`src/pkg/nvc_consts.vh`:
```
// constants for the nonvolatile byte access controller
// Notes on behaviour
// - address bits 15..9 always read zero
// - nine bit linear byte address
// - address undefined after reset, software sets
// - data register holds write byte, read result
// - mode field picks erase+write, erase, write
// - mode writes ignored while strobe set
// - mode resets to 00 unless busy
// - ready irq needs enable and global enable
// - ready irq is a steady level
// - no ready irq during programming or flash
// - strobe within four cycles of unlock programs
// - unlock self clears after four cycles
// - strobe without unlock does nothing
// - no programming while flash is written
// - control bits 7..6 read zero
// - single bit ops touch only their bit
// - strobe clears when programming time ends
// - read strobe loads data at once, stalls
// - no reads or address change while busy
// - duration counted on calibrated oscillator
`ifndef NVC_CONSTS_VH
`define NVC_CONSTS_VH
`define NVC_OFS_ADDR_LO 6'h21
`define NVC_OFS_ADDR_HI 6'h22
`define NVC_OFS_DATA 6'h20
`define NVC_OFS_CTRL 6'h1F
`define NVC_BIT_READ 0
`define NVC_BIT_STROBE 1
`define NVC_BIT_UNLOCK 2
`define NVC_BIT_IRQEN 3
`define NVC_BIT_MODE_LO 4
`define NVC_BIT_MODE_HI 5
`define NVC_MODE_ATOMIC 2'h0
`define NVC_MODE_ERASE 2'h1
`define NVC_MODE_WRITE 2'h2
`define NVC_MODE_RESV 2'h3
`define NVC_MODE_RESET 2'h0
`define NVC_UNLOCK_CYCLES 3'h4
`define NVC_READ_STALL 3'h4
`define NVC_OSC_ATOMIC 16'h6700
`define NVC_OSC_SPLIT 16'h377A
`endif

```
`src/hw/nvc_access_ctrl.v`:
```
// register front end of the nonvolatile byte access controller
`timescale 1ns/100ps
`include "nvc_consts.vh"
module nvc_access_ctrl #(
  parameter AW = 9,
  parameter TW = 16
) (
  input wire core_clk, // system clock
  input wire rst, // synchronous reset, high
  input wire [5:0] io_addr, // register address
  input wire io_wr, // register write strobe
  input wire io_rd, // register read strobe
  input wire [7:0] io_wdata, // write data
  output reg [7:0] io_rdata, // read data
  input wire global_irq_en, // cpu global interrupt enable
  input wire flash_selfprog_busy, // flash self programming active
  input wire osc_tick, // calibrated oscillator pulse
  output wire ready_irq, // ready interrupt request level
  output reg cpu_stall, // halt the cpu
  output reg [AW-1:0] cell_addr, // array byte address
  output reg [7:0] cell_wdata, // array write byte
  output reg cell_erase, // erase phase active
  output reg cell_program, // write phase active
  output reg cell_rd, // array read pulse
  input wire [7:0] cell_rdata // array read byte
);
  // ************************************************************
  // register state
  // ************************************************************
  reg [AW-1:0] nv_byte_address;
  reg [7:0] nv_data_reg;
  reg [1:0] program_action_select;
  reg ready_irq_enable;
  reg write_unlock;
  reg write_strobe;
  reg [2:0] unlock_count;
  reg [2:0] stall_count;
  wire prog_busy;
  wire prog_done;
  wire wr_ctrl;
  wire wr_lo;
  wire wr_hi;
  wire wr_data;
  wire start;
  wire read_go;
  wire [TW-1:0] prog_len;
  wire [7:0] ctrl_view;
  assign wr_ctrl = io_wr && (io_addr == `NVC_OFS_CTRL);
  assign wr_lo = io_wr && (io_addr == `NVC_OFS_ADDR_LO);
  assign wr_hi = io_wr && (io_addr == `NVC_OFS_ADDR_HI);
  assign wr_data = io_wr && (io_addr == `NVC_OFS_DATA);
  // ************************************************************
  // write unlock and strobe
  // ************************************************************
  // strobe only counts with an open unlock and no flash activity
  assign start = wr_ctrl && io_wdata[`NVC_BIT_STROBE] && write_unlock
    && !write_strobe && !prog_busy && !flash_selfprog_busy
    && (program_action_select != `NVC_MODE_RESV);
  assign read_go = wr_ctrl && io_wdata[`NVC_BIT_READ] && !write_strobe;
  // atomic and split operations take different oscillator counts
  assign prog_len = (program_action_select == `NVC_MODE_ATOMIC) ?
    `NVC_OSC_ATOMIC : `NVC_OSC_SPLIT;
  // the unlock window runs four cycles and then closes itself
  always @(posedge core_clk) begin
    if (rst) begin
      write_unlock <= 1'b0;
      unlock_count <= 3'h0;
    end else if (wr_ctrl && io_wdata[`NVC_BIT_UNLOCK]
                 && !io_wdata[`NVC_BIT_STROBE]) begin
      write_unlock <= 1'b1;
      unlock_count <= `NVC_UNLOCK_CYCLES;
    end else if (start) begin
      write_unlock <= 1'b0; // consumed
      unlock_count <= 3'h0;
    end else if (write_unlock) begin
      unlock_count <= unlock_count - 3'h1;
      if (unlock_count == 3'h1)
        write_unlock <= 1'b0;
    end
  end
  // strobe stays high until the timer reports the end
  always @(posedge core_clk) begin
    if (start)
      write_strobe <= 1'b1;
    else if (prog_done)
      write_strobe <= 1'b0;
    else if (rst && !prog_busy)
      write_strobe <= 1'b0;
  end
  initial write_strobe = 1'b0;
  // ************************************************************
  // control fields
  // ************************************************************
  // a busy array keeps its mode across reset
  always @(posedge core_clk) begin
    if (rst) begin
      ready_irq_enable <= 1'b0;
      if (!write_strobe)
        program_action_select <= `NVC_MODE_RESET;
    end else if (wr_ctrl) begin
      ready_irq_enable <= io_wdata[`NVC_BIT_IRQEN];
      if (!write_strobe)
        program_action_select <= io_wdata[5:4];
    end
  end
  initial program_action_select = `NVC_MODE_RESET;
  // ************************************************************
  // address and data
  // ************************************************************
  // address has no reset value; it is frozen while programming
  always @(posedge core_clk) begin
    if (!write_strobe) begin
      if (wr_lo)
        nv_byte_address[7:0] <= io_wdata;
      if (wr_hi)
        nv_byte_address[AW-1:8] <= io_wdata[AW-9:0];
    end
  end
  // read result wins over a cpu write in the same cycle
  always @(posedge core_clk) begin
    if (read_go)
      nv_data_reg <= cell_rdata;
    else if (wr_data)
      nv_data_reg <= io_wdata;
  end
  // ************************************************************
  // array drive
  // ************************************************************
  // latch data and phase enables at the start of programming
  always @(posedge core_clk) begin
    if (rst && !write_strobe) begin
      cell_erase <= 1'b0;
      cell_program <= 1'b0;
    end else if (start) begin
      cell_wdata <= nv_data_reg;
      cell_erase <= program_action_select != `NVC_MODE_WRITE;
      cell_program <= program_action_select != `NVC_MODE_ERASE;
    end else if (prog_done) begin
      cell_erase <= 1'b0;
      cell_program <= 1'b0;
    end
  end
  initial cell_erase = 1'b0;
  initial cell_program = 1'b0;
  always @* begin
    cell_addr = nv_byte_address;
  end
  always @(posedge core_clk) begin
    if (rst)
      cell_rd <= 1'b0;
    else
      cell_rd <= read_go;
  end
  // ************************************************************
  // cpu stall: four after a read, two after a strobe
  // ************************************************************
  always @(posedge core_clk) begin
    if (rst) begin
      stall_count <= 3'h0;
      cpu_stall <= 1'b0;
    end else if (read_go) begin
      stall_count <= `NVC_READ_STALL;
      cpu_stall <= 1'b1;
    end else if (start) begin
      stall_count <= 3'h2;
      cpu_stall <= 1'b1;
    end else if (stall_count != 3'h0) begin
      stall_count <= stall_count - 3'h1;
      cpu_stall <= stall_count != 3'h1;
    end
  end
  // ************************************************************
  // ready interrupt and read back
  // ************************************************************
  assign ready_irq = ready_irq_enable && global_irq_en && !write_strobe
    && !flash_selfprog_busy;
  // strobes and reserved bits read back as the control word shows
  assign ctrl_view = {2'b00, program_action_select, ready_irq_enable,
    write_unlock, write_strobe, 1'b0};
  always @(posedge core_clk) begin
    if (rst)
      io_rdata <= 8'h00;
    else if (io_rd) begin
      case (io_addr)
        `NVC_OFS_ADDR_LO: io_rdata <= nv_byte_address[7:0];
        `NVC_OFS_ADDR_HI:
          io_rdata <= {{(16-AW){1'b0}}, nv_byte_address[AW-1:8]};
        `NVC_OFS_DATA: io_rdata <= nv_data_reg;
        `NVC_OFS_CTRL: io_rdata <= ctrl_view;
        default: io_rdata <= 8'h00;
      endcase
    end
  end
  // ************************************************************
  // programming timer
  // ************************************************************
  nvc_osc_timer #(
    .W(TW)
  ) nvc_osc_timer_inst (
    .core_clk(core_clk),
    .rst(rst),
    .start(start),
    .length(prog_len),
    .osc_tick(osc_tick),
    .busy(prog_busy),
    .done(prog_done)
  );
endmodule // nvc_access_ctrl

```
`src/hw/nvc_osc_timer.v`:
```
// counts calibrated oscillator ticks for one programming operation
`timescale 1ns/100ps
module nvc_osc_timer #(
  parameter W = 16
) (
  input wire core_clk, // system clock
  input wire rst, // synchronous reset, high
  input wire start, // one-cycle start pulse
  input wire [W-1:0] length, // oscillator ticks to run
  input wire osc_tick, // one pulse per oscillator cycle
  output reg busy, // operation in progress
  output wire done // one-cycle end pulse
);
  reg [W-1:0] count;
  // counts survive reset so an active operation completes
  always @(posedge core_clk) begin
    if (start) begin
      busy <= 1'b1;
      count <= length;
    end else if (busy && osc_tick) begin
      count <= count - {{(W-1){1'b0}}, 1'b1};
      if (count == {{(W-1){1'b0}}, 1'b1})
        busy <= 1'b0;
    end else if (rst && !busy) begin
      count <= {W{1'b0}};
    end
  end
  // first-time start-up: reset never clears busy, so it starts cleared here
  initial busy = 1'b0;
  assign done = busy && osc_tick && (count == {{(W-1){1'b0}}, 1'b1});
endmodule // nvc_osc_timer

```
`config.mk`:
```
export PLATFORM = sky130hd
export DESIGN_NAME = nvc_access_ctrl
export DESIGN_NICKNAME = d
export VERILOG_FILES = /design/src/hw/nvc_access_ctrl.v /design/src/hw/nvc_osc_timer.v
export VERILOG_INCLUDE_DIRS = /design/src /design/src/pkg
export SDC_FILE = /design/constraint.sdc
export NUM_CORES = 1
export LEC_CHECK = 0
export BUFFER_PORTS_ARGS = -buffer_cell sky130_fd_sc_hd__buf_2
export CELL_PAD_IN_SITES_DETAIL_PLACEMENT = 0
export CELL_PAD_IN_SITES_GLOBAL_PLACEMENT = 2
export CORE_MARGIN = 4
export CORE_UTILIZATION = 38
export CTS_CLUSTER_SIZE = 14
export DETAILED_ROUTE_END_ITERATION = 8
export GPL_TIMING_DRIVEN = 1
export PLACE_DENSITY_LB_ADDON = 0.1
export SLEW_MARGIN = 20
export SYNTH_ARGS = -nofsm -noshare
export SYNTH_HDL_FRONTEND = slang
export SYNTH_SLANG_ARGS = --single-unit
```
`constraint.sdc`:
```
create_clock -name core_clk -period 5.25 [get_ports core_clk]
set_clock_uncertainty 0.15 [all_clocks]
set_input_delay 0 -clock core_clk [delete_from_list [all_inputs] [get_ports core_clk]]
set_output_delay 0 -clock core_clk [all_outputs]
set_load 0.02 [all_outputs]
```
==> Word-level counts from Yosys, hierarchy flattened <==
Index checks and enable logic that the tools add are counted.
Widths: inputs -> output; s select.
{ "totals": {"register_bits": 65, "in_bits": 29, "out_inout_bits": 30, "wordCells": 107} }
{ "op_classes": {"n_addsub": 3, "n_eq_ne": 10, "n_mux": 29, "bitwise_logic": 2, "reduce_logical": 43} }
{ "op_table": {"columns": ["op", "count"], "rows": [
  ["$mux 16", 3],
  ["$pmux 8 s4", 1],
  ["$logic_and 1x1->1", 21],
  ["$eq 6x6->1 const B", 3],
  ["$mux 3", 6],
  ["$eq 16x1->1 const B", 1],
  ["$mux 8", 2],
  ["$sub 16x1->16 const B", 1],
  ["$mux 15", 1],
  ["$mux 1", 12],
  ["$reduce_bool 3->1", 4],
  ["$reduce_and 2->1", 5],
  ["$reduce_bool 2->1", 5],
  ["$mux 2", 4],
  ["$eq 6x5->1 const B", 1],
  ["$reduce_or 3->1", 2],
  ["$sub 3x1->3 const B", 2],
  ["$logic_not 1->1", 4],
  ["$ne 2x2->1 const B", 2],
  ["$eq 3x1->1 const B", 1],
  ["$ne 3x1->1 const B", 1],
  ["$logic_not 2->1", 1],
  ["$ne 2x1->1 const B", 1],
  ["$not 1->1", 2],
  ["$reduce_or 2->1", 1]
]} }

==> Depth between registers and ports, before layout <==
Gate-level depths: netlist of run 1.
{ "logic_depth": {"word_depth": 10, "mapped_depth": 6, "ltp_nobuf": 6} }

==> Cells and area by module <==
Synthesis of run 1 repeated with hierarchy kept, for this count alone.
{ "unflattened": {"cells_unflattened": 294, "area_unflattened_um2": 3199.3} }
{ "modules_own_cells": {"columns": ["mod", "instances", "cells_per_inst", "area_each_um2", "seq_area_each_um2"], "rows": [
  ["nvc_access_ctrl", 1, 184, 2147.1, 1231.2],
  ["nvc_osc_timer", 1, 110, 1052.3, 500.5]
]} }

==> Least setup slack after synthesis of run 1 <==
OpenSTA, ideal clock, no wires.
{ "synth_timing": {"kind": "reg2reg", "from": "reg nvc_osc_timer_inst.count[5]", "to": "reg nvc_osc_timer_inst.count[13] (data pin)", "setup_ps": 135, "arrival_ps": 1967, "t_required_ps": 4965, "setup_slack_ps": 2998, "stages_incl_launch_ff": 5, "n_path_buf": 0, "period_less_slack_ps": 2252, "cell_sequence": "edfxtp_1 or4_4 or4_4 or4_1 nand3_1"} }
{ "synth_via": {"elab_chain_len": 3} }
{ "synth_rtl": {"columns": ["item", "line_no", "source"], "rows": [
  ["from (decl)", "nvc_osc_timer.v:14", "reg [W-1:0] count;"],
  ["from (signal assigned)", "nvc_osc_timer.v:19", "count <= length;"],
  ["from (signal assigned)", "nvc_osc_timer.v:21", "count <= count - {{(W-1){1'b0}}, 1'b1};"],
  ["from (signal assigned)", "nvc_osc_timer.v:25", "count <= {W{1'b0}};"],
  ["$sub 16x1->16", "nvc_osc_timer.v:21", null],
  ["$mux 16", "nvc_osc_timer.v:20", "end else if (busy && osc_tick) begin"],
  ["$mux 16", "nvc_osc_timer.v:17", "if (start) begin"]
]} }
No other way between the ends.
A chain may end at the register's enable or synchronous reset.

==> Worst setup path in the final report of run 1 <==
{ "layout_timing": {"from": "reg write_unlock", "to": "reg nvc_osc_timer_inst.count[7] (enable)"} }
{ "layout_via": {"elab_chain_len": 6} }
{ "layout_rtl": {"columns": ["item", "line_no", "source"], "rows": [
  ["from (decl)", "nvc_access_ctrl.v:34", "reg write_unlock;"],
  ["from (signal assigned)", "nvc_access_ctrl.v:66", "write_unlock <= 1'b0;"],
  ["from (signal assigned)", "nvc_access_ctrl.v:70", "write_unlock <= 1'b1;"],
  ["from (signal assigned)", "nvc_access_ctrl.v:73", "write_unlock <= 1'b0;"],
  ["$logic_and 1x1->1 (5 in a row)", "nvc_access_ctrl.v:56", "assign start = wr_ctrl && io_wdata[`NVC_BIT_STROBE] && write_unlock"],
  ["$reduce_bool 3->1 (no source line)", null, null]
]} }
No other way between the ends.

==> impl_metrics.ini, run 1 <==
[cts]
worstSkewPairLatency_ns = 0.34
cts_tree = yes
clock-sinks = 65
cts_buffers = 9
cts.htree.levels = 3
clkSlewWorstSetupHoldPaths_ns = 0.07
post-cts-setup-buffer-count = 0
cts_root_buf = clkbuf_8
clk_path_buf_depth = 2
cts_hold_buf = 23
post_cts_resized = 0

[die]
die_w_um = 95.9
row_count = 31
dieArea_um2 = 9190
core_um2 = 7370
start_util_pct = 39.8
die_h_um = 95.9
ios = 59

[route]
drtAntennaViolNets = 0
dr.first_iter.drc_count = 151
vias = 2290
route.detailed.wl_per_inst_um = 16.2
drc = 0
dr.pass1.iters = 6
wirelength_um = 7170
routed_via_density = 5.18

[power]
vdd_ir_drop_max_v = 0.000230
power_leakage_nw = 1.40
p_per_area_nw_per_um2 = 299

[critical_path]
worst_setup_path_start_kind = flop
cp-end-kind = flop
cp.arrival_ns = 2.29
path_max_fanout = 16
crit_type = reg -> reg
cp_data_required_time_ns = 5.07

[hold_path]
hold_path_class = in -> reg

[sta]
fmax_ghz = 0.405
setup_violations = 0
fin_tns_setup_ns = 0
maxSlewHeadroom_pct = 45.2
finalHoldViolCount = 0
rsz0062_at_grt = no
worstMarginPinSlew_ns = 0.819
slew_viol_final = 0
period_share_pct = 47.1
post-route-min-period_ns = 2.47

[synth]
netlist_area_um2 = 2940
synth_edf_count = 43
synth.yosys.seq_area_share_pct = 59.0
yosys-top-cells-count = 43 x edfxtp_1, 23 x nand2_1, 22 x dfxtp_1, 22 x o21ai_0, 17 x nor2_1
ys_warn_count = 0
synth_ff_type = edfxtp_1
synth_most_common_cell = edfxtp_1
syn_inst = 252
synth_area_leader_cell = edfxtp_1
ys_ff_latch = 65
synthArstFlopShare_pct = 0
synth_area_leaders = edfxtp_1 44%, dfxtp_1 15%, o21ai_0 3.8%
synth_fp_nets = 285
synth_cell_type_count = 47
yosys.area.top_type_share_pct = 44.0
syn_area_per_cell_um2 = 11.6

[cells_and_area]
area_growth_pct = 29.2
drive_above_1_share_pct = 25.9
nets = 371
fillCellCount = 698
diodes = 0
regMostFlops = nvc_osc_timer_inst.count
largest_register_ffs = 16
stdcell_count = 442

[placement]
portBuffers = 58
place_congestion = 0.735
dp_hpwl_um = 5190
placedCellCount = 403

[global_routing]
antenna_found_initial = 0
grt_start_max_net_pins = 21
grt_first_pass_wirelength_um = 11500
grt_pass1_vias = 2168
grt-ovfl-total = 0
track_usage_pct = 17.0

[status]
status = complete, no violations

[job]
max-cap-violations = 0
[logic make-up (layout without fill, tap and decap cells)]
family | after synthesis | after routing | share of synthesized area, %
adders and majority gates | 4 | 4 | 1.71
AOI/OAI and AO/OA | 47 | 47 | 10.3
xor gates and xnor gates | 14 | 14 | 4.18
DFF | 65 | 65 | 59.0
and+or+nand+nor | 100 | 100 | 19.5
muxes | 9 | 9 | 3.41
buffers and inverters | 13 | 104 | 1.92
[layer usage]
layer,vias to the layer above,share of wire (%),GRT usage (%)
li1,1144,-,-
met1,1066,50,25.8
met2,74,43,23.0
met3,6,6.2,4.14
met4,0,1.1,6.40
met5,-,0,0
[layout make-up]
type	count	area (µm²)	share of cell area (%)
Sequential cell	65	1730	45.7
Clock buffer	9	124	3.27
Tap cell	99	124	3.27
Multi-Input combinational cell	174	1150	30.3
Timing Repair Buffer	81	520	13.7
Inverter	7	26.3	0.693
Clock inverter	7	119	3.13
[layout by cell type (no fill, tap or decap), types with 2 or more instances in the layout]
| master | instances |
|---|---|
| and4b_1 | 2 |
| or3b_2 | 2 |
| dfxtp_1 | 22 |
| edfxtp_1 | 43 |
| nand2_1 | 23 |
| o22ai_1 | 4 |
| o21ai_0 | 22 |
| nor2_1 | 17 |
| a21oi_1 | 3 |
| a22oi_1 | 2 |
| mux2_2 | 8 |
| ha_1 | 4 |
| nand4_1 | 5 |
| xor2_1 | 5 |
| or4_1 | 5 |
| nand2b_1 | 6 |
| or4_4 | 2 |
| buf_2 | 58 |
| or3_1 | 4 |
| nor4_1 | 7 |
| xnor2_1 | 9 |
| dlygate4sd3_1 | 23 |
| nor3_1 | 4 |
| bufinv_16 | 3 |
| nor4bb_1 | 2 |
| and3_1 | 2 |
| inv_1 | 7 |
| nor2b_1 | 4 |
| o211ai_1 | 2 |
| nand3_1 | 6 |
| and2_1 | 2 |
| a222oi_1 | 6 |
| o31ai_1 | 2 |
| clkbuf_8 | 9 |
| clkinvlp_4 | 2 |
[final timing paths]
path                            cells after the start                      from  slack, ns                                         end
worst max-delay path                                4   write_unlock$_SDFF_PP0_       2.78   nvc_osc_timer_inst.count[7]$_SDFFCE_PP0P_
worst min-delay path                                4                  osc_tick       0.02  nvc_osc_timer_inst.count[11]$_SDFFCE_PP0P_
worst max register to register                      4   write_unlock$_SDFF_PP0_       2.78   nvc_osc_timer_inst.count[7]$_SDFFCE_PP0P_
worst min register to register                      2  io_rdata[4]$_SDFFE_PP0P_       0.30                    io_rdata[4]$_SDFFE_PP0P_
[power breakdown]
group          total [mW]  switching [mW]  internal, mW
registers           0.559         0.00843         0.551
clock network       0.516           0.201         0.315
logic              0.0601          0.0292        0.0309
total                1.14           0.239         0.897
[metrics by stage]
stage	cell area (µm²)	setup slack, ns	hold WS, ns	power (mW)	utilization [%]
floorplan	2940	3.00	-0.0511	0.594	-
global placement	3320	2.79	0.0461	0.619	45.0
detailed placement	3320	2.71	0.0459	0.619	45.0
CTS	3790	2.77	0.00764	1.15	51.5
global route	3790	2.56	0.0739	1.18	51.5
finish	3790	2.78	0.0232	1.14	51.5
[worst max-delay path, cell delays in order, from the launching register on]
cell     delay, ns
dfxtp_1       0.49
nor4b_1       0.28
nand4_1       0.17
a21o_1        0.32
nand3_1       0.67
Note: power is estimated with default switching activity, not from simulation.
==> inputs of run 2 (changes only) <==
--- a/config.mk
+++ b/config.mk
@@ -10,7 +10,7 @@
 export CELL_PAD_IN_SITES_DETAIL_PLACEMENT = 0
 export CELL_PAD_IN_SITES_GLOBAL_PLACEMENT = 2
 export CORE_MARGIN = 4
-export CORE_UTILIZATION = 38
+export CORE_UTILIZATION = 35
 export CTS_CLUSTER_SIZE = 14
 export DETAILED_ROUTE_END_ITERATION = 8
 export GPL_TIMING_DRIVEN = 1
==> constraint.sdc (replaced) <==
create_clock -name core_clk -period 2.5 [get_ports core_clk]
set_clock_uncertainty 0.15 [all_clocks]
set_input_delay 0 -clock core_clk [delete_from_list [all_inputs] [get_ports core_clk]]
set_output_delay 0 -clock core_clk [all_outputs]
set_load 0.02 [all_outputs]
==> run 2 against run 1 <==
Against the previous run: non-clock buffer count is 17 higher; highest routed layer unchanged; largest cell class unchanged; critical endpoint is now nvc_osc_timer_inst.count[13]$_SDFFCE_PP1P_; utilization is 3.4 points lower; clock power is 110% higher; sequential power is 110% higher; count of clock-buffer cells in the layout stayed put.
==> impl_metrics.ini, run 2 (same netlist as run 1, synthesis figures left out) <==
[cells_and_area]
nets = 388
final_common_cell = buf_2
regMostFlops = nvc_osc_timer_inst.count
fillCellCount = 797
diodes = 0
area_growth_pct = 34.0
drive_above_1_share_pct = 28.9
fin_util_pct = 48.1
largest_register_ffs = 16
layout_common_cells = 58 x buf_2, 43 x edfxtp_1, 25 x dlygate4sd3_1

[sta]
post-route-min-period_ns = 2.35
fin_tns_setup_ns = 0
rsz0062_at_grt = no
fmax_ghz = 0.425
period_share_pct = 94.1
slew_viol_final = 0
worstMarginPinSlew_ns = 0.629
finalHoldViolCount = 0
maxSlewHeadroom_pct = 58.1
setup_violations = 0

[route]
routed_via_density = 5.08
route.detailed.wl_per_inst_um = 16.6
drc = 0
vias = 2364
dr.first_iter.drc_count = 126
drtAntennaViolNets = 0
wirelength_um = 7730
dr.pass1.iters = 5

[cts]
cts_root_buf = clkbuf_8
clock-sinks = 65
clkSlewWorstSetupHoldPaths_ns = 0.07
clk_path_buf_depth = 2
worstSkewPairLatency_ns = 0.34
cts_tree = yes
post_cts_resized = 0
cts_buffers = 9
cts.htree.levels = 3

[die]
core_um2 = 8180
dieArea_um2 = 9920
die_w_um = 99.6
start_util_pct = 35.9
ios = 59
row_count = 33
die_h_um = 99.6

[global_routing]
grt-ovfl-total = 0
use_met1_pct = 23.6
met2_usage_pct = 24.8
grt_use_met3_pct = 2.81
antenna_found_initial = 0
grt_first_pass_wirelength_um = 12500
grt_pass1_vias = 2352
busiest_layer = met2
grt_start_max_net_pins = 21
track_usage_pct = 16.6

[power]
p_clk_share_pct = 45.3
switchingPower_mw = 0.503
seq_power_share_pct = 49.0
p_per_area_nw_per_um2 = 608
internal_power_mw = 1.89
vdd_ir_drop_max_v = 0.000245
swShare_pct = 21.0
power_frac_comb_pct = 5.7
power_leakage_nw = 1.49

[hold_path]
hold_path_class = in -> reg
min_from = osc_tick

[critical_path]
crit_type = reg -> reg
worst_setup_path_start_kind = flop
path_max_fanout = 6
cp.arrival_ns = 2.41
cp_data_required_time_ns = 2.55
cp-startpoint = nvc_osc_timer_inst.count[3]$_DFFE_PP_
regToRegStartpoint = nvc_osc_timer_inst.count[3]$_DFFE_PP_
cp-end-kind = flop

[job]
max-cap-violations = 0

[placement]
place_congestion = 0.800
dp_hpwl_um = 5630
portBuffers = 58

[status]
status = complete, no violations
-- run 2: cell types whose count changed in the layout (fill, tap and decap cells not counted) --
cell           delta
buf_4            +15
dlygate4sd3_1     +2
-- run 2: cell type report --
| cell class | instances | area, µm² | share of cell area (%) |
|---|---|---|---|
| Sequential cell | 65 | 1730 | 44.0 |
| Clock inverter | 7 | 119 | 3.02 |
| Tap cell | 105 | 131 | 3.34 |
| Clock buffer | 9 | 124 | 3.15 |
| Multi-Input combinational cell | 174 | 1150 | 29.2 |
| Inverter | 7 | 26.3 | 0.668 |
| Timing Repair Buffer | 98 | 653 | 16.6 |
-- run 2: stage by stage --
stage               std cells  instance area [µm²]  power, mW  hold WS [ns]  worst slack (ns)
global placement          424                 3440       1.31        0.0431             0.204
finish                    465                 3930       2.39        0.0396             0.147
floorplan                 252                 2940       1.25       -0.0511             0.248
CTS                       465                 3930       2.42        0.0211             0.154
detailed placement        424                 3440       1.31        0.0419             0.173
global route              465                 3930       2.49        0.0838            0.0714
-- run 2: power by group through the flow --
stage | Sequential (mW) | Combinational [mW] | Clock (mW)
after floorplan | 1.19 | 0.0543 | 0
after global placement | 1.20 | 0.109 | 0
after detailed placement | 1.20 | 0.110 | 0
after CTS | 1.17 | 0.137 | 1.11
after global routing | 1.17 | 0.152 | 1.16
final | 1.17 | 0.137 | 1.08
-- run 2: final timing paths --
path	to	slack, ns	cells after the start
worst max-delay path	nvc_osc_timer_inst.count[13]$_SDFFCE_PP1P_	0.15	4
worst min-delay path	nvc_osc_timer_inst.count[11]$_SDFFCE_PP0P_	0.04	4
worst max register to register	nvc_osc_timer_inst.count[13]$_SDFFCE_PP1P_	0.15	4
worst min register to register	io_rdata[2]$_SDFFE_PP0P_	0.30	2
-- run 2: timing repair --
item,4_1_cts,5_1_grt
buffers inserted,0,0
hold endpoints to repair,39,0
hold buffers,25,0
setup endpoints to repair,0,0
-- run 2: layer usage --
metal | vias up | part of all wire (%)
met2 | 67 | 45
met4 | 0 | 1.8
met1 | 1114 | 48
met5 | - | 0
met3 | 12 | 5.3
li1 | 1171 | -
-- run 2: critical path, cell delays in order (launching register included) --
cell and delay [ns]:
edfxtp_1 0.45, or4_1 0.65, or4_4 0.48, or4_1 0.41
nand3_1 0.09
